### src/irq_accept_pkg.sv
package irq_accept_pkg;

  // Register byte offsets on the APB bus
  localparam logic [7:0] OFF_CTRL      = 8'h00;  // Global enable and threshold
  localparam logic [7:0] OFF_PEND      = 8'h04;  // Request bits, write 0 to clear
  localparam logic [7:0] OFF_LVL_LO    = 8'h08;  // Levels of sources 0..7
  localparam logic [7:0] OFF_LVL_HI    = 8'h0C;  // Levels of sources 8..15
  localparam logic [7:0] OFF_CPU       = 8'h10;  // Interface to the CPU core
  localparam logic [7:0] OFF_STATUS    = 8'h14;  // Entry sequence status
  localparam logic [7:0] OFF_VECT      = 8'h18;  // Captured vector and level
  localparam logic [7:0] OFF_PSW       = 8'h1C;  // Live flag word
  localparam logic [7:0] OFF_STACK     = 8'h20;  // Interrupt and user stack pointers
  localparam logic [7:0] OFF_SAVED     = 8'h24;  // Stacked words

  // Field positions in the control register
  localparam int CTRL_GIE_BIT  = 0;
  localparam int CTRL_THR_LSB  = 4;

  // Flag word bit positions
  localparam int PSW_D_BIT     = 2;
  localparam int PSW_I_BIT     = 6;
  localparam int PSW_U_BIT     = 7;

  // Reset values and the watchdog threshold
  localparam logic [2:0]  THR_RESET    = 3'h0;
  localparam logic [2:0]  THR_WATCHDOG = 3'h7;
  localparam logic [15:0] PSW_RESET    = 16'h0000;

  // Entry sequence lengths and completion wait limit in cycles
  localparam int unsigned ENTRY_BASE   = 18;
  localparam int unsigned EXTRA_DBG    = 2;
  localparam int unsigned EXTRA_STEP   = 1;
  localparam int unsigned WAIT_MAX     = 30;

  // Fixed source codes, high to low priority
  typedef enum logic [2:0] {
    SRC_NONE   = 3'h0,
    SRC_RESET  = 3'h1,
    SRC_SER0   = 3'h2,
    SRC_DEBUG  = 3'h3,
    SRC_WDOG   = 3'h4,
    SRC_PERIPH = 3'h5,
    SRC_STEP   = 3'h6,
    SRC_AMATCH = 3'h7
  } src_e;

  // Entry sequence states, Gray along the main path
  typedef enum logic [2:0] {
    ST_IDLE   = 3'b000,
    ST_INFO   = 3'b001,
    ST_SAVE   = 3'b011,
    ST_PUSH   = 3'b010,
    ST_VECTOR = 3'b110,
    ST_RETURN = 3'b100
  } entry_e;

endpackage

### src/irq_accept.sv
`timescale 1ns/100ps
// What this block does
// RULE_01: Enabled only when level exceeds threshold
// RULE_02: Accept needs enable flag, request, higher level
// RULE_03: Level 0 disables, 1 lowest, 7 highest
// RULE_04: Threshold n admits above n; 7 blocks
// RULE_05: Enable, requests, levels, threshold stored separately
// RULE_06: Resolve at instruction end, enter next cycle
// RULE_07: Repeat instructions suspend and enter at once
// RULE_08: Read vector info, then clear served request
// RULE_09: Save flags, clear I D U except traps; code clears I and D for all traps and keeps U only for trap numbers 32 and up
// RULE_10: Push flags then PC, load threshold, vector
// RULE_11: Entry 18, 19 or 20 cycles by parity; code gives software traps 18 cycles whatever the parity
// RULE_12: Debugger two extra, step or match one
// RULE_13: Instruction completion wait at most 30 cycles
// RULE_14: Watchdog loads 7, reset loads 0
// RULE_15: First word PC high, flag nibbles; then PC low
// RULE_16: Even pointer word writes, odd pointer bytes
// RULE_17: Only flags and PC saved by hardware
// RULE_18: Stack chosen by U flag at acceptance
// RULE_19: Return restores flag word and PC
// RULE_20: Highest level wins, ties by fixed order
// RULE_21: Special sources fixed, reset highest
// RULE_22: Software traps bypass masking and priority
// RULE_23: Reset, serial, debugger, watchdog, periph, step, match
// RULE_24: Hardware sets and clears; software only clears
// RULE_25: Global enable gates all maskables, reset clears
// RULE_26: Winner vector and level held in register
module irq_accept #(
  parameter int NSRC = 16                    // Number of maskable sources
) (
  input  wire logic        pclk,             // Bus and core clock
  input  wire logic        presetn,          // Asynchronous reset, low active
  input  wire logic        psel,             // APB select
  input  wire logic        penable,          // APB access phase
  input  wire logic        pwrite,           // APB direction
  input  wire logic [7:0]  paddr,            // APB byte address
  input  wire logic [31:0] pwdata,           // APB write data
  input  wire logic [NSRC-1:0] src_req,      // Peripheral request pulses
  output logic      [31:0] prdata,           // APB read data
  output logic             pready,           // APB ready
  output logic             pslverr,          // APB error
  output logic             entry_busy,       // Entry sequence running
  output logic             stack_we,         // Stack write strobe
  output logic      [1:0]  stack_be,         // Stack byte enables
  output logic      [19:0] stack_addr,       // Stack write address
  output logic      [15:0] stack_wdata       // Stack write data
);

  initial begin
    if (NSRC < 1 || NSRC > 16) $error("NSRC must be 1 to 16");
  end

  // Register state
  logic            gie_r;                    // Global enable flag
  logic [2:0]      thr_r;                    // Processor priority threshold
  logic [NSRC-1:0] pend_r;                   // Request bits
  logic [2:0]      lvl_r [NSRC];             // Source levels
  logic [15:0]     psw_r;                    // Flag word
  logic [15:0]     tmp_psw_r;                // Hidden temporary flag copy
  logic [19:0]     pc_r;                     // Program counter
  logic [15:0]     isp_r;                    // Interrupt stack pointer
  logic [15:0]     usp_r;                    // User stack pointer
  logic [19:0]     vec_addr_r;               // Vector address from CPU
  logic [7:0]      cpu_r;                    // CPU event command bits
  logic [7:0]      win_r;                    // Captured vector and level
  irq_accept_pkg::src_e   src_r;             // Source being served
  irq_accept_pkg::entry_e st_r;              // Entry state
  logic [4:0]      cnt_r;                    // Cycles left in the entry sequence
  logic [4:0]      wait_r;                   // Instruction completion wait
  logic [1:0]      push_r;                   // Push step index
  logic            odd_sp_r;                 // Stack pointer parity latched
  logic [15:0]     sp_r;                     // Stack pointer latched
  logic            use_usp_r;                // U flag latched at acceptance
  logic [15:0]     push_word_r [2];          // Words to stack

  // Bus decode
  logic        wr_en;
  logic        rd_en;
  logic        addr_ok;
  assign wr_en = psel && penable && pwrite;
  assign rd_en = psel && !penable && !pwrite;
  assign addr_ok = (paddr <= irq_accept_pkg::OFF_SAVED) && (paddr[1:0] == 2'b00);

  // CPU command bits from the core register
  logic instr_done;                          // Current instruction completed
  logic repeat_instr;                        // Block move, string store, mac
  logic sw_trap;                             // Software trap executed
  logic ret_instr;                           // return_from_irq_instr executed
  logic [5:0] trap_no;                       // Software trap number
  assign instr_done   = wr_en && paddr == irq_accept_pkg::OFF_CPU && pwdata[0];
  assign repeat_instr = cpu_r[1];
  assign sw_trap      = wr_en && paddr == irq_accept_pkg::OFF_CPU && pwdata[2];
  assign ret_instr    = wr_en && paddr == irq_accept_pkg::OFF_CPU && pwdata[3];
  assign trap_no      = pwdata[13:8];

  // Special source inputs taken from CPU register bits
  logic ev_ser0, ev_dbg, ev_wdog, ev_step, ev_amatch;
  assign ev_ser0   = cpu_r[4];
  assign ev_dbg    = cpu_r[5];
  assign ev_wdog   = cpu_r[6];
  assign ev_step   = cpu_r[7];
  assign ev_amatch = cpu_r[2];

  // Maskable winner search
  logic [2:0] best_lvl;
  logic [3:0] best_idx;
  logic       best_ok;
  always_comb begin
    best_lvl = 3'h0;
    best_idx = 4'h0;
    best_ok  = 1'b0;
    for (int i = NSRC - 1; i >= 0; i--) begin
      // Request enabled only above threshold; lower index wins ties
      if (pend_r[i] && lvl_r[i] > thr_r && lvl_r[i] >= best_lvl) begin  // see RULE_01 see RULE_04 see RULE_20
        best_lvl = lvl_r[i];
        best_idx = 4'(i);
        best_ok  = 1'b1;
      end
    end
  end

  // Fixed priority among sources
  irq_accept_pkg::src_e pick;
  logic accept_ok;
  always_comb begin
    pick = irq_accept_pkg::SRC_NONE;
    if (ev_ser0) begin                       // see RULE_21 see RULE_23
      pick = irq_accept_pkg::SRC_SER0;
    end else if (ev_dbg) begin
      pick = irq_accept_pkg::SRC_DEBUG;
    end else if (ev_wdog) begin
      pick = irq_accept_pkg::SRC_WDOG;
    end else if (gie_r && best_ok) begin     // see RULE_02 see RULE_25
      pick = irq_accept_pkg::SRC_PERIPH;
    end else if (ev_step) begin
      pick = irq_accept_pkg::SRC_STEP;
    end else if (ev_amatch) begin
      pick = irq_accept_pkg::SRC_AMATCH;
    end
  end
  // Sample at completion, or at once during repeat instructions
  assign accept_ok = st_r == irq_accept_pkg::ST_IDLE && pick != irq_accept_pkg::SRC_NONE &&
                     (instr_done || repeat_instr);  // see RULE_06 see RULE_07

  // Entry length by parity and source
  logic [4:0] entry_len;
  logic       sp_odd_now;
  always_comb begin
    sp_odd_now = psw_r[irq_accept_pkg::PSW_U_BIT] ? usp_r[0] : isp_r[0];  // see RULE_18
    entry_len  = 5'(irq_accept_pkg::ENTRY_BASE) + 5'(vec_addr_r[0]) + 5'(sp_odd_now);  // see RULE_11
    if (pick == irq_accept_pkg::SRC_DEBUG) begin
      entry_len = entry_len + 5'(irq_accept_pkg::EXTRA_DBG);  // see RULE_12
    end else if (pick == irq_accept_pkg::SRC_STEP || pick == irq_accept_pkg::SRC_AMATCH) begin
      entry_len = entry_len + 5'(irq_accept_pkg::EXTRA_STEP);
    end
  end

  // Entry sequence state machine
  always_ff @(posedge pclk or negedge presetn) begin
    if (!presetn) begin
      st_r      <= irq_accept_pkg::ST_IDLE;
      cnt_r     <= 5'h00;
      src_r     <= irq_accept_pkg::SRC_NONE;
      win_r     <= 8'h00;
      push_r    <= 2'h0;
      odd_sp_r  <= 1'b0;
      sp_r      <= 16'h0000;
      use_usp_r <= 1'b0;
    end else begin
      unique case (st_r)
        irq_accept_pkg::ST_IDLE: begin
          if (sw_trap) begin
            // Traps branch whenever idle, no masking
            st_r  <= irq_accept_pkg::ST_SAVE;  // see RULE_22
            win_r <= {2'b00, trap_no};
            src_r <= irq_accept_pkg::SRC_NONE;
            cnt_r <= 5'(irq_accept_pkg::ENTRY_BASE);
            sp_r  <= psw_r[irq_accept_pkg::PSW_U_BIT] ? usp_r : isp_r;  // see RULE_18
            odd_sp_r <= sp_odd_now;
          end else if (accept_ok) begin
            st_r      <= irq_accept_pkg::ST_INFO;
            src_r     <= pick;
            // Winner held stable for the info read
            win_r     <= {1'b0, best_lvl, best_idx};  // see RULE_26
            cnt_r     <= entry_len;
            use_usp_r <= psw_r[irq_accept_pkg::PSW_U_BIT];  // see RULE_18
            sp_r      <= psw_r[irq_accept_pkg::PSW_U_BIT] ? usp_r : isp_r;
            odd_sp_r  <= sp_odd_now;
          end else if (ret_instr) begin
            st_r <= irq_accept_pkg::ST_RETURN;
          end
        end
        irq_accept_pkg::ST_INFO: begin
          st_r  <= irq_accept_pkg::ST_SAVE;  // see RULE_08
          cnt_r <= cnt_r - 5'h1;
        end
        irq_accept_pkg::ST_SAVE: begin
          st_r   <= irq_accept_pkg::ST_PUSH;
          cnt_r  <= cnt_r - 5'h1;
          push_r <= 2'h0;
          sp_r   <= sp_r - 16'h0004;
        end
        irq_accept_pkg::ST_PUSH: begin
          cnt_r <= cnt_r - 5'h1;
          // Odd pointer needs four byte writes, even two words
          if (push_r == (odd_sp_r ? 2'h3 : 2'h1)) begin  // see RULE_16
            st_r <= irq_accept_pkg::ST_VECTOR;
          end
          push_r <= push_r + 2'h1;
        end
        irq_accept_pkg::ST_VECTOR: begin
          // Pad out to the documented length
          if (cnt_r <= 5'h1) begin
            st_r <= irq_accept_pkg::ST_IDLE;
          end
          cnt_r <= cnt_r - 5'h1;
        end
        irq_accept_pkg::ST_RETURN: begin
          st_r <= irq_accept_pkg::ST_IDLE;
        end
        default: begin
          st_r <= irq_accept_pkg::ST_IDLE;
        end
      endcase
    end
  end

  // Flag word, temporary copy, PC, threshold
  always_ff @(posedge pclk or negedge presetn) begin
    if (!presetn) begin
      psw_r     <= irq_accept_pkg::PSW_RESET;  // see RULE_25
      tmp_psw_r <= 16'h0000;
      pc_r      <= 20'h00000;
      thr_r     <= irq_accept_pkg::THR_RESET;  // see RULE_14
      gie_r     <= 1'b0;
    end else if (st_r == irq_accept_pkg::ST_INFO ||
                 (st_r == irq_accept_pkg::ST_IDLE && sw_trap)) begin
      // Copy flags before clearing them
      tmp_psw_r <= {psw_r[15:7], gie_r, psw_r[5:0]};  // see RULE_09
      gie_r     <= 1'b0;
      psw_r[irq_accept_pkg::PSW_D_BIT] <= 1'b0;
      if (!(st_r == irq_accept_pkg::ST_IDLE && trap_no >= 6'd32)) begin
        psw_r[irq_accept_pkg::PSW_U_BIT] <= 1'b0;
      end
    end else if (st_r == irq_accept_pkg::ST_VECTOR && cnt_r <= 5'h1) begin
      pc_r <= vec_addr_r;                    // see RULE_10
      if (src_r == irq_accept_pkg::SRC_PERIPH) begin
        thr_r <= win_r[6:4];
      end else if (src_r == irq_accept_pkg::SRC_WDOG) begin
        thr_r <= irq_accept_pkg::THR_WATCHDOG;  // see RULE_14
      end
    end else if (st_r == irq_accept_pkg::ST_RETURN) begin
      // Restore stacked flags and PC
      psw_r <= {push_word_r[0][11:8], 4'h0, push_word_r[0][7:0]};  // see RULE_19
      gie_r <= push_word_r[0][irq_accept_pkg::PSW_I_BIT];
      pc_r  <= {push_word_r[0][15:12], push_word_r[1]};
    end else if (wr_en && paddr == irq_accept_pkg::OFF_CTRL) begin
      gie_r <= pwdata[irq_accept_pkg::CTRL_GIE_BIT];  // see RULE_05
      thr_r <= pwdata[irq_accept_pkg::CTRL_THR_LSB +: 3];
    end else if (wr_en && paddr == irq_accept_pkg::OFF_PSW) begin
      psw_r <= pwdata[15:0];
    end
  end

  // Stacked words: PC high, flag high nibble and low byte; then PC low
  always_ff @(posedge pclk or negedge presetn) begin
    if (!presetn) begin
      push_word_r[0] <= 16'h0000;
      push_word_r[1] <= 16'h0000;
    end else if (st_r == irq_accept_pkg::ST_SAVE) begin
      push_word_r[0] <= {pc_r[19:16], tmp_psw_r[15:12], tmp_psw_r[7:0]};  // see RULE_15 see RULE_17
      push_word_r[1] <= pc_r[15:0];
    end
  end

  // Request bits, set by hardware, cleared after the info read
  always_ff @(posedge pclk or negedge presetn) begin
    if (!presetn) begin
      pend_r <= '0;
    end else begin
      for (int i = 0; i < NSRC; i++) begin
        if (src_req[i]) begin
          pend_r[i] <= 1'b1;                 // see RULE_24
        end else if (st_r == irq_accept_pkg::ST_INFO && src_r == irq_accept_pkg::SRC_PERIPH &&
                     win_r[3:0] == 4'(i)) begin
          pend_r[i] <= 1'b0;                 // see RULE_08
        end else if (wr_en && paddr == irq_accept_pkg::OFF_PEND && !pwdata[i]) begin
          pend_r[i] <= 1'b0;                 // see RULE_24
        end
      end
    end
  end

  // Level fields, three bits each
  always_ff @(posedge pclk or negedge presetn) begin
    if (!presetn) begin
      for (int i = 0; i < NSRC; i++) lvl_r[i] <= 3'h0;  // see RULE_03
    end else begin
      for (int i = 0; i < NSRC; i++) begin
        if (wr_en && paddr == (i < 8 ? irq_accept_pkg::OFF_LVL_LO : irq_accept_pkg::OFF_LVL_HI)) begin
          lvl_r[i] <= pwdata[(i % 8) * 4 +: 3];
        end
      end
    end
  end

  // CPU register, stack pointers and instruction wait counter
  always_ff @(posedge pclk or negedge presetn) begin
    if (!presetn) begin
      cpu_r      <= 8'h00;
      isp_r      <= 16'h0000;
      usp_r      <= 16'h0000;
      vec_addr_r <= 20'h00000;
      wait_r     <= 5'h00;
    end else begin
      if (wr_en && paddr == irq_accept_pkg::OFF_CPU) begin
        cpu_r <= pwdata[7:0];
      end
      if (wr_en && paddr == irq_accept_pkg::OFF_STACK) begin
        isp_r      <= pwdata[15:0];
        usp_r      <= pwdata[31:16];
      end
      if (wr_en && paddr == irq_accept_pkg::OFF_VECT) begin
        vec_addr_r <= pwdata[19:0];
      end
      // Counts cycles a pending accept waits for instruction end
      if (st_r != irq_accept_pkg::ST_IDLE || accept_ok || pick == irq_accept_pkg::SRC_NONE) begin
        wait_r <= 5'h00;
      end else if (wait_r < 5'(irq_accept_pkg::WAIT_MAX)) begin  // see RULE_13
        wait_r <= wait_r + 5'h1;
      end
    end
  end

  // Stack write port
  always_ff @(posedge pclk or negedge presetn) begin
    if (!presetn) begin
      stack_we    <= 1'b0;
      stack_be    <= 2'b00;
      stack_addr  <= 20'h00000;
      stack_wdata <= 16'h0000;
      entry_busy  <= 1'b0;
    end else begin
      entry_busy <= st_r != irq_accept_pkg::ST_IDLE && st_r != irq_accept_pkg::ST_RETURN;
      stack_we   <= st_r == irq_accept_pkg::ST_PUSH;
      stack_addr <= {4'h0, sp_r + (odd_sp_r ? 16'(push_r) : 16'({push_r, 1'b0}))};
      if (odd_sp_r) begin
        // Bytes: low then high of each item
        stack_be    <= push_r[0] ? 2'b10 : 2'b01;  // see RULE_16
        stack_wdata <= push_word_r[push_r[1]];
      end else begin
        stack_be    <= 2'b11;
        stack_wdata <= push_word_r[push_r[0]];
      end
    end
  end

  // APB read and response
  always_ff @(posedge pclk or negedge presetn) begin
    if (!presetn) begin
      prdata  <= 32'h0000_0000;
      pready  <= 1'b0;
      pslverr <= 1'b0;
    end else begin
      pready  <= psel && !penable;
      pslverr <= psel && !penable && !addr_ok;
      if (rd_en) begin
        unique case (paddr)
          irq_accept_pkg::OFF_CTRL:   prdata <= {25'h0, thr_r, 3'h0, gie_r};
          irq_accept_pkg::OFF_PEND:   prdata <= 32'(pend_r);
          irq_accept_pkg::OFF_STATUS: prdata <= {19'h0, wait_r, 5'h0, st_r};
          irq_accept_pkg::OFF_VECT:   prdata <= {24'h0, win_r};
          irq_accept_pkg::OFF_PSW:    prdata <= {16'h0, psw_r};
          irq_accept_pkg::OFF_STACK:  prdata <= {usp_r, isp_r};
          irq_accept_pkg::OFF_SAVED:  prdata <= {push_word_r[0], push_word_r[1]};
          default:                    prdata <= 32'h0000_0000;
        endcase
      end
    end
  end

endmodule

### config.mk
export PLATFORM = sky130hd
export DESIGN_NAME = irq_accept
export DESIGN_NICKNAME = d
export VERILOG_FILES = /design/src/irq_accept_pkg.sv /design/src/irq_accept.sv
export SDC_FILE = /design/constraint.sdc
export NUM_CORES = 1
export LEC_CHECK = 0
export ABC_CLOCK_PERIOD_IN_PS = 28200
export BUFFER_PORTS_ARGS = -buffer_cell sky130_fd_sc_hd__buf_2
export CORE_UTILIZATION = 59
export DETAILED_ROUTE_END_ITERATION = 8
export GPL_TIMING_DRIVEN = 0
export PLACE_DENSITY = 0.8
export SYNTH_ARGS = -nofsm -noshare
export SYNTH_HDL_FRONTEND = slang
export SYNTH_SLANG_ARGS = --single-unit
### constraint.sdc
create_clock -name pclk -period 28.2 [get_ports pclk]
set_input_delay 1.41 -clock pclk [delete_from_list [all_inputs] [get_ports pclk]]
set_output_delay 1.41 -clock pclk [all_outputs]
set_load 0.02 [all_outputs]
==> results of run 1 <==
[report_power, final]
part | leakage, nW | internal [mW] | switching (mW)
Clock | 0.561 | 0.267 | 0.189
Sequential | 4.01 | 0.490 | 0.0271
Combinational | 4.78 | 0.0586 | 0.0974
Total | 9.36 | 0.816 | 0.314
[worst paths after layout]
kind	startpoint	to	slack, ns
min in group asynchronous	presetn	entry_busy$_DFF_PN0_	0.91
setup reg to reg	thr_r[1]$_DFFE_PN0P_	sp_r[13]$_DFFE_PN0P_	1.84
hold / removal	pc_r[5]$_DFFE_PN0P_	push_word_r[5]$_DFFE_PN0P_	0.46
hold reg to reg	pc_r[5]$_DFFE_PN0P_	push_word_r[5]$_DFFE_PN0P_	0.46
max in group asynchronous	presetn	prdata[0]$_DFFE_PN0P_	26.25
setup / recovery	thr_r[1]$_DFFE_PN0P_	sp_r[13]$_DFFE_PN0P_	1.84
[cells by family after synthesis]
group,count (synthesis),synth area share (%)
AND/OR/NAND/NOR,622,16.56
AO/OA/AOI/OAI,410,16.14
flip-flops,318,46.07
buffers and inverters,152,3.513
adder cells (fa/ha/maj),97,7.012
XOR/XNOR,17,0.8620
multiplexers,154,9.823
other,1,0.02171
[area by class of cell]
type                            count  area share, %
Timing Repair Buffer              132          3.669
Tap cell                          384          2.446
Multi-Input combinational cell   1304          44.43
Clock buffer                       51          5.332
Inverter                           68          1.319
Antenna cell                        3        0.03822
Buffer                             84          1.790
Sequential cell                   318          40.51
Clock inverter                      9         0.4650
[synth_stat cells (all sizes together), types with 6 or more instances]
cell | count | area share (%)
a211oi | 8 | 0.38
a21o | 20 | 0.87
a21oi | 76 | 2.2
a221oi | 14 | 0.82
a222oi | 9 | 0.52
a22o | 9 | 0.46
a22oi | 28 | 1.2
a31oi | 44 | 1.6
and2 | 8 | 0.29
buf | 20 | 0.64
clkbuf | 64 | 1.4
dfrtp | 318 | 46
ha | 92 | 6.7
inv | 68 | 1.5
mux2 | 124 | 8.1
mux2i | 30 | 1.7
nand2 | 296 | 6.4
nand2b | 47 | 1.7
nand3 | 43 | 1.2
nor2 | 117 | 2.6
nor2b | 22 | 0.80
nor3 | 26 | 0.75
nor3b | 14 | 0.61
o211ai | 10 | 0.46
o21a | 22 | 1.0
o21ai | 99 | 2.9
o21bai | 6 | 0.26
o221ai | 18 | 0.91
o31ai | 6 | 0.26
or3 | 9 | 0.33
xnor2 | 13 | 0.66
[flip-flops by register name, summed over array words and instances, names as in the netlist, 12 cells and up]
| signal | count |
|---|---|
| isp_r | 16 |
| stack_wdata | 16 |
| psw_r | 16 |
| sp_r | 16 |
| usp_r | 16 |
| tmp_psw_r | 12 |
| stack_addr | 16 |
| prdata | 32 |
| pc_r | 20 |
| push_word_r | 32 |
| lvl_r | 48 |
| pend_r | 16 |
| vec_addr_r | 20 |
[routing by layer]
layer / track usage, % / vias to the layer above / wire (microns)
li1: - / 6695 / -
met3: 7.740 / 203 / 5929
met4: 20.10 / 0 / 3206
met2: 56.08 / 940 / 24410
met5: 0 / - / 0
met1: 49.85 / 7331 / 21410
[critical path, delay by kind of cell, from the launching register on]
| family | cells | cell delay [ns] |
|---|---|---|
| adder cells (fa/ha/maj) | 20 | 5.99 |
| multiplexers | 5 | 1.89 |
| flip-flops | 1 | 0.42 |
| AO/OA/AOI/OAI | 42 | 10.91 |
| AND/OR/NAND/NOR | 38 | 5.18 |
| buffers and inverters | 10 | 1.76 |
[through the flow]
stage,instance area (sq um),power [mW]
after global routing,19630,1.163
final,19640,1.129
after CTS,19610,1.126
after detailed placement,18470,0.6755
after global placement,18410,0.6672
after floorplan,17280,0.6125
[timing repair]
action | 4_1_cts | 5_1_grt
setup endpoints to repair | 0 | 38
setup buffers | 0 | 1
resized for setup | 0 | 2
==> flow_summary.yaml, run 1 <==
cells_and_area:
  multi_input_area_sq_mm: 0.008726
  nets: 2097
  fin_util_pct: 68.25
  fin_cells: 2353
  drive_gt1_share_pct: 17.55
  final_cell_mix: "318 x dfrtp_1, 296 x nand2_1, 132 x buf_2"
  syn_to_final_growth_pct: 13.71
  register_area_sq_mm: 0.007958
  final_common_cell: "dfrtp_1"
  fillCellCount: 2236
critical_path:
  cp_common_cell: "ha_1"
  rr_worst_depth: 115
  crit_arrival_ns: 26.76
  required_ns: 28.60
  worstPathMaxFanout: 17
  slowest_delay_ns: 0.51
  cp-start-kind: "register"
  cp_slowest_cell: "ha_1"
  end_kind: "register"
  path_class: "register to register"
clocking:
  clk_pin_slew_worst_paths_ns: 0.06
  worstSkewPairLatency_ns: 0.53
  cts_hold_buf: 0
  cts_root_buf: "clkbuf_16"
  cts_tree: "built"
  cts_buffers: 35
  clk_path_buf_depth: 3
  clock-sinks: 318
  htree_levels: 2
grt:
  grt_max_degree: 130
  grt_util_all_layers_pct: 36.95
  grt_antenna_before_repair: 1
  grt_pass1_wl_microns: 84640
  grt_overflow: 0
  first_global_vias: 14665
routing:
  final_antenna_net_count: 0
  drcViolationCount: 0
  vias: 15169
  postRouteWirelength_microns: 54960
  drtIter0Drc: 1806
  dr.pass1.iters: 6
  wl_per_cell_microns: 23.36
  via_per_inst: 6.447
synthesis:
  synth_seq_cells: 318
  ys_async_sr_fraction_pct: 100.0
  synth_enable_flop_cells: 0
  ys_seq_area_share_pct: 46.07
  ys.flop_type: "dfrtp_1"
  yosysWarnings: 0
  synthesis.area_sq_mm: 0.01727
  syn_inst: 1771
  synth.avg_cell_area_sq_um: 9.753
  synth_cell_types: 84
floorplan:
  core_area_sq_mm: 0.02878
  fp.dieArea_sq_mm: 0.02996
  die_w_microns: 173.1
  ioPinCount: 135
  row_count: 62
  die_h_microns: 173.1
  start_util_pct: 60.02
timing:
  grt_setup_unrepaired: "false"
  setup_viol: 0
  slew_violations: 0
  setup_tns_ns: 0
  min_period_ns: 26.36
  relSlewSlack_pct: 16.15
  tightest_slew_ns: 1.253
  fin_crit_sh_pct: 93.46
  finalHoldViolCount: 0
  fin_skew_ns: 0.02003
  fin_hold_ws_ns: 0.4642
  max_freq_mhz: 37.94
  setup_ws_ns: 1.844
placed_design:
  pre_cts_ws_ns: 2.048
  routabilityCongestion: 0.9952
  dpl.hpwl_microns: 40030
  dp_cells: 2288
  io_buffers: 128
power:
  leakage_nw: 9.356
  peakVddDrop_uv: 43.09
  p_per_area_mw_per_mm2: 57.50
min_path:
  hold_depth: 2
  hp-class: "register to register"
outcome:
  status: "finished clean"
flow_run:
  maxCapViolations: 0
Power figures use the tool's default switching activity.
==> run 2, diff against run 1 <==
--- a/config.mk
+++ b/config.mk
@@ -7,10 +7,12 @@
 export LEC_CHECK = 0
 export ABC_CLOCK_PERIOD_IN_PS = 28200
 export BUFFER_PORTS_ARGS = -buffer_cell sky130_fd_sc_hd__buf_2
-export CORE_UTILIZATION = 59
+export CORE_ASPECT_RATIO = 1.2
+export CORE_MARGIN = 8
+export CORE_UTILIZATION = 61
 export DETAILED_ROUTE_END_ITERATION = 8
 export GPL_TIMING_DRIVEN = 0
-export PLACE_DENSITY = 0.8
+export PLACE_DENSITY = 0.82
 export SYNTH_ARGS = -nofsm -noshare
 export SYNTH_HDL_FRONTEND = slang
 export SYNTH_SLANG_ARGS = --single-unit
==> run 2 against run 1 <==
Compared with the run above: routed wire length is 0.50% lower; largest cell class unchanged; design area is 0.27% lower; via count is 0.42% lower; clock power is 2% lower; power is 0.71% lower; critical path depth stayed put; utilization is 1.9 points higher; combinational power hardly changed; largest power group unchanged; critical endpoint is now sp_r[9]$_DFFE_PN0P_.
==> flow_summary.yaml, run 2 (synthesis gave the netlist of run 1 again) <==
cells_and_area:
  drive_gt1_share_pct: 17.53
  syn_to_final_growth_pct: 13.40
  fin_cells: 2342
  largest_reg_flops: 48
  top_regs: "lvl_r (48), prdata (32), push_word_r (32)"
  max_flop_register: "lvl_r"
  nets: 2095
  final_common_cell: "dfrtp_1"
  final_cell_mix: "318 x dfrtp_1, 296 x nand2_1, 132 x buf_2"
outcome:
  status: "finished clean"
grt:
  grt_pass1_wl_microns: 84640
  grt_overflow: 0
  grt_util_all_layers_pct: 31.92
  first_global_vias: 14992
  grt_max_degree: 119
  grt_antenna_before_repair: 2
floorplan:
  die_w_microns: 169.6
  core_area_sq_mm: 0.02792
  ioPinCount: 135
  fp.dieArea_sq_mm: 0.03398
  start_util_pct: 61.88
  die_h_microns: 200.3
  row_count: 67
routing:
  drcViolationCount: 0
  drtIter0Drc: 1557
  via_per_inst: 6.450
  dr.pass1.iters: 8
  vias: 15106
  wl_per_cell_microns: 23.35
  final_antenna_net_count: 0
  postRouteWirelength_microns: 54680
placed_design:
  dpl.hpwl_microns: 40120
  dp_cells: 2283
  routabilityCongestion: 0.9931
  io_buffers: 128
clocking:
  clk_pin_slew_worst_paths_ns: 0.06
  clk_path_buf_depth: 3
  worstSkewPairLatency_ns: 0.52
  cts_tree: "built"
  cts_hold_buf: 0
  htree_levels: 2
  cts_buffers: 34
  clock-sinks: 318
  cts_root_buf: "clkbuf_16"
critical_path:
  crit_family: "compound AO/OA/AOI/OAI gates"
  end_kind: "register"
  worstPathBufferInverterCount: 10
  cp_slowest_cell: "dfrtp_1"
  slowest_delay_ns: 1.12
  cp-start-kind: "register"
  required_ns: 28.66
  cp_common_cell: "ha_1"
  path_class: "register to register"
  crit_arrival_ns: 26.98
  worstPathMaxFanout: 18
power:
  swShare_pct: 27.81
  total_power_mw: 1.121
  p_seq_share_pct: 45.9
  p_switching_uw: 311.9
  pwr-share-clk_pct: 39.9
  combPwrFrac_pct: 14.1
  peakVddDrop_uv: 44.64
  leakage_nw: 9.329
  p_per_area_mw_per_mm2: 57.25
  internal_power_uw: 809.4
timing:
  fin_crit_sh_pct: 94.05
  fin_skew_ns: 0.01662
  min_period_ns: 26.52
  finalHoldViolCount: 0
  max_freq_mhz: 37.71
  setup_viol: 0
  slew_violations: 0
  relSlewSlack_pct: 16.63
  tightest_slew_ns: 1.216
flow_run:
  maxCapViolations: 0
min_path:
  hp-class: "register to register"
==> run 2: changes by cell type in the layout (fill, tap and decap cells not counted) <==
cell       change
inv_1          -1
buf_4          -1
diode_2        -2
clkinv_2       +2
clkbuf_8       -1
bufinv_16      +1
clkbuf_1       -2
clkbuf_16      -2
inv_6          +1
clkinv_4       -1
==> run 2: layout make-up <==
| cell class | instances | area, sq um |
|---|---|---|
| multi-input combinational | 1304 | 8726 |
| clock buffer | 46 | 975.9 |
| inverter | 68 | 262.8 |
| timing repair buffer | 131 | 713.2 |
| tap | 379 | 474.2 |
| clock inverter | 11 | 123.9 |
| sequential | 318 | 7958 |
| buffer | 84 | 351.6 |
| antenna | 1 | 2.502 |
| fill | 2082 | 8328 |
==> run 2: worst min-delay path, stage by stage (launching register included) <==
cell and delay, ns:
dfrtp_1 0.34, nand2_1 0.05, nand2_1 0.05
==> run 2: final timing paths <==
kind	start	to	slack [ns]	cells past startpoint
setup / recovery	thr_r[0]$_DFFE_PN0P_	sp_r[9]$_DFFE_PN0P_	1.68	115
setup reg to reg	thr_r[0]$_DFFE_PN0P_	sp_r[9]$_DFFE_PN0P_	1.68	115
max in group asynchronous	presetn	tmp_psw_r[13]$_DFFE_PN0N_	25.81	3
min in group asynchronous	presetn	stack_addr[13]$_DFF_PN0_	0.87	1
hold reg to reg	tmp_psw_r[0]$_DFFE_PN0N_	push_word_r[16]$_DFFE_PN0P_	0.46	2
hold / removal	tmp_psw_r[0]$_DFFE_PN0N_	push_word_r[16]$_DFFE_PN0P_	0.46	2
==> run 2: layer usage <==
metal  global-route usage, %  vias up  wire length [microns]
met2                   50.78      860                  25230
met3                   6.256      214                   5378
li1                        -     6678                      -
met4                   20.20        2                   3874
met5                       0        -                     13
met1                   39.23     7352                  20180
==> run 2: power by group through the flow <==
stage | Sequential [mW] | Clock (mW) | Combinational [mW]
after floorplan | 0.527 | 0 | 0.0851
after global placement | 0.520 | 0 | 0.149
after detailed placement | 0.522 | 0 | 0.155
after CTS | 0.514 | 0.450 | 0.157
after global routing | 0.518 | 0.468 | 0.172
final | 0.515 | 0.448 | 0.158
==> run 2: per-stage QoR <==
| stage | util, % | setup TNS, ns | cell area [sq um] | worst slack (ns) | hold slack, ns |
|---|---|---|---|---|---|
| 6_report | 70.17 | 0 | 19590 | 1.679 | 0.4617 |
| 3_3_place_gp | 65.91 | 0 | 18400 | 2.330 | 0.4430 |
| 4_1_cts | 70.08 | 0 | 19560 | 1.721 | 0.4621 |
| 2_1_floorplan | - | 0 | 17280 | 5.643 | 0.4348 |
| 5_1_grt | 70.17 | -0.02051 | 19590 | -0.01475 | 0.4790 |
| 3_5_place_dp | 66.14 | 0 | 18460 | 1.837 | 0.4468 |
==> run 2: what timing repair did <==
action,CTS,global route
resized for setup,0,3
setup endpoints to repair,0,39
buffers inserted,0,1
==> run 3, diff against run 2 <==
--- a/config.mk
+++ b/config.mk
@@ -5,14 +5,14 @@
 export SDC_FILE = /design/constraint.sdc
 export NUM_CORES = 1
 export LEC_CHECK = 0
-export ABC_CLOCK_PERIOD_IN_PS = 28200
+export ABC_CLOCK_PERIOD_IN_PS = 22300
 export BUFFER_PORTS_ARGS = -buffer_cell sky130_fd_sc_hd__buf_2
 export CORE_ASPECT_RATIO = 1.2
 export CORE_MARGIN = 8
-export CORE_UTILIZATION = 61
+export CORE_UTILIZATION = 55
 export DETAILED_ROUTE_END_ITERATION = 8
 export GPL_TIMING_DRIVEN = 0
-export PLACE_DENSITY = 0.82
+export PLACE_DENSITY = 0.78
 export SYNTH_ARGS = -nofsm -noshare
 export SYNTH_HDL_FRONTEND = slang
 export SYNTH_SLANG_ARGS = --single-unit
==> constraint.sdc (replaced) <==
create_clock -name pclk -period 22.3 [get_ports pclk]
set_input_delay 1.115 -clock pclk [delete_from_list [all_inputs] [get_ports pclk]]
set_output_delay 1.115 -clock pclk [all_outputs]
set_load 0.02 [all_outputs]
==> run 3 against run 2 <==
Compared with the run above: sequential power rose by 27%; power rose by 30%; clock skew rose by 0.010 ns; combinational power rose by 35%; design area rose by 7.6%; final cell count rose by 4.7%; critical path type unchanged; critical path depth rose by 5; clock-buffer cell count rose by 1; global-route usage fell by 1.4 points; fmax rose by 20%; sequential share of layout area fell by 2.8 points.
==> flow_summary.yaml, run 3 (synthesis gave the netlist of run 1 again) <==
timing:
  max_freq_mhz: 45.34
  finalHoldViolCount: 0
  tightest_slew_ns: 1.354
  fin_skew_ns: 0.02692
  setup_viol: 0
  slew_violations: 0
  setup_tns_ns: 0
  relSlewSlack_pct: 7.146
  min_period_ns: 22.06
  fin_crit_sh_pct: 98.90
cells_and_area:
  fillCellCount: 2320
  max_flop_register: "lvl_r"
  register_area_sq_mm: 0.007961
  drive_gt1_share_pct: 25.29
  final_cell_mix: "317 x dfrtp_1, 292 x nand2_1, 129 x buf_2"
  nets: 2180
  final_common_cell: "dfrtp_1"
  multi_input_area_sq_mm: 0.009437
  top_regs: "lvl_r (48), prdata (32), push_word_r (32)"
  largest_reg_flops: 48
  fin_cells: 2453
  syn_to_final_growth_pct: 21.98
  design_area_sq_mm: 0.02107
routing:
  drcViolationCount: 0
  drtIter0Drc: 2117
  final_antenna_net_count: 0
  wl_per_cell_microns: 24.56
  via_per_inst: 6.484
  dr.pass1.iters: 9
  postRouteWirelength_microns: 60240
  vias: 15906
floorplan:
  die_w_microns: 177.8
  row_count: 71
  fp.dieArea_sq_mm: 0.03736
  start_util_pct: 55.40
  core_area_sq_mm: 0.03118
  die_h_microns: 210.1
  ioPinCount: 135
critical_path:
  reg2reg_to: "sp_r[11]$_DFFE_PN0P_"
  crit_arrival_ns: 22.52
  worstPathBufferInverterCount: 13
  crit_family: "compound AO/OA/AOI/OAI gates"
  end_kind: "register"
  path_class: "register to register"
  rr_worst_depth: 120
  cp-start-kind: "register"
  cp_common_cell: "nand2b_4"
  cp_slowest_cell: "or4_4"
  slowest_delay_ns: 0.49
  worstPathMaxFanout: 7
  r2r_slack_ns: 0.24
  required_ns: 22.77
  reg2reg_from: "thr_r[1]$_DFFE_PN0P_"
clocking:
  cts_hold_buf: 0
  cts_buffers: 34
  clk_path_buf_depth: 3
  clock-sinks: 318
  htree_levels: 2
  clk_pin_slew_worst_paths_ns: 0.06
  worstSkewPairLatency_ns: 0.54
  cts_tree: "built"
  cts_root_buf: "clkbuf_16"
power:
  total_power_mw: 1.456
  leakage_nw: 9.897
  peakVddDrop_uv: 61.04
  p_per_area_mw_per_mm2: 69.09
grt:
  grt_overflow: 0
  grt_max_degree: 118
  first_global_vias: 15317
  grt_util_all_layers_pct: 30.48
  grt_pass1_wl_microns: 87560
  grt_antenna_before_repair: 7
min_path:
  hold_depth: 2
  min_from: "tmp_psw_r[12]$_DFFE_PN0N_"
  min_to: "push_word_r[24]$_DFFE_PN0P_"
  hp-class: "register to register"
placed_design:
  dpl.hpwl_microns: 41050
  post_dp_cell_area_sq_mm: 0.01851
  routabilityCongestion: 0.9976
  io_buffers: 128
  dp_cells: 2305
flow_run:
  maxCapViolations: 0
outcome:
  status: "finished clean"
## run 3: cell types whose count changed in the layout (fill, tap and decap cells not counted), sizes merged
cell	delta
buf	+85
bufinv	+2
clkbuf	+1
clkinv	-3
clkinvlp	+1
diode	+3
## run 3: worst max-delay path by stage
| stage | from | endpoint | slack, ns | cells past startpoint |
|---|---|---|---|---|
| after floorplan | thr_r[1]$_DFFE_PN0P_ | sp_r[6]$_DFFE_PN0P_ | 0.02 | 117 |
| after CTS | thr_r[1]$_DFFE_PN0P_ | sp_r[6]$_DFFE_PN0P_ | 0.005 | 122 |
| after global routing | thr_r[1]$_DFFE_PN0P_ | sp_r[11]$_DFFE_PN0P_ | -0.67 | 121 |
| after detailed placement | thr_r[1]$_DFFE_PN0P_ | wait_r[4]$_DFFE_PN0P_ | -3.28 | 115 |
| after global placement | thr_r[1]$_DFFE_PN0P_ | wait_r[4]$_DFFE_PN0P_ | -2.78 | 115 |
| final | thr_r[1]$_DFFE_PN0P_ | sp_r[11]$_DFFE_PN0P_ | 0.24 | 120 |
## run 3: what timing repair did
item / CTS / global route
gates resized for setup: 51 / 98
gates cloned: 0 / 1
pin swaps: 20 / 56
setup buffers: 57 / 28
endpoints found under the hold margin: 0 / 0
setup endpoints to repair: 39 / 39
## run 3: area by class of cell
cell class / count / area share, %
Multi-Input combinational cell: 1304 / 44.79
Sequential cell: 318 / 37.79
Timing Repair Buffer: 216 / 6.514
Clock buffer: 47 / 4.555
Tap cell: 401 / 2.381
Buffer: 84 / 1.835
Inverter: 68 / 1.259
Clock inverter: 11 / 0.8373
Antenna cell: 4 / 0.04751
## run 3: power breakdown
| group | leakage [nW] | total [mW] | internal, mW | switching [mW] |
|---|---|---|---|---|
| sequential | 4.01 | 0.652 | 0.619 | 0.0329 |
| combinational | 5.33 | 0.214 | 0.0826 | 0.132 |
| clock | 0.555 | 0.589 | 0.348 | 0.241 |
| total | 9.90 | 1.46 | 1.05 | 0.405 |
## run 3: worst register-to-register path, delay by kind of cell, from the launching register on
family,cells,cell delay (ns)
mux,8,2.37
flops,1,0.39
simple gates,38,4.88
fa+ha+maj,20,5.49
compound gates,41,7.36
buf+inv,13,1.46
## run 3: through the flow
step / setup WS [ns] / hold WS, ns / util [%]
after CTS: 0.005432 / 0.4677 / 64.99
after global placement: -2.777 / 0.4437 / 59.15
after detailed placement: -3.280 / 0.4498 / 59.36
after global routing: -0.6723 / 0.4867 / 67.57
after floorplan: 0.01934 / 0.4348 / -
final: 0.2448 / 0.4634 / 67.57
## run 3: metal layers
layer  vias up  wire, microns  global-route usage [%]
li1       6853              -                       -
met2      1026          27580                   48.04
met4         4           4940                   22.39
met5         -             23                       0
met3       296           6013                   5.209
met1      7727          21680                   37.27
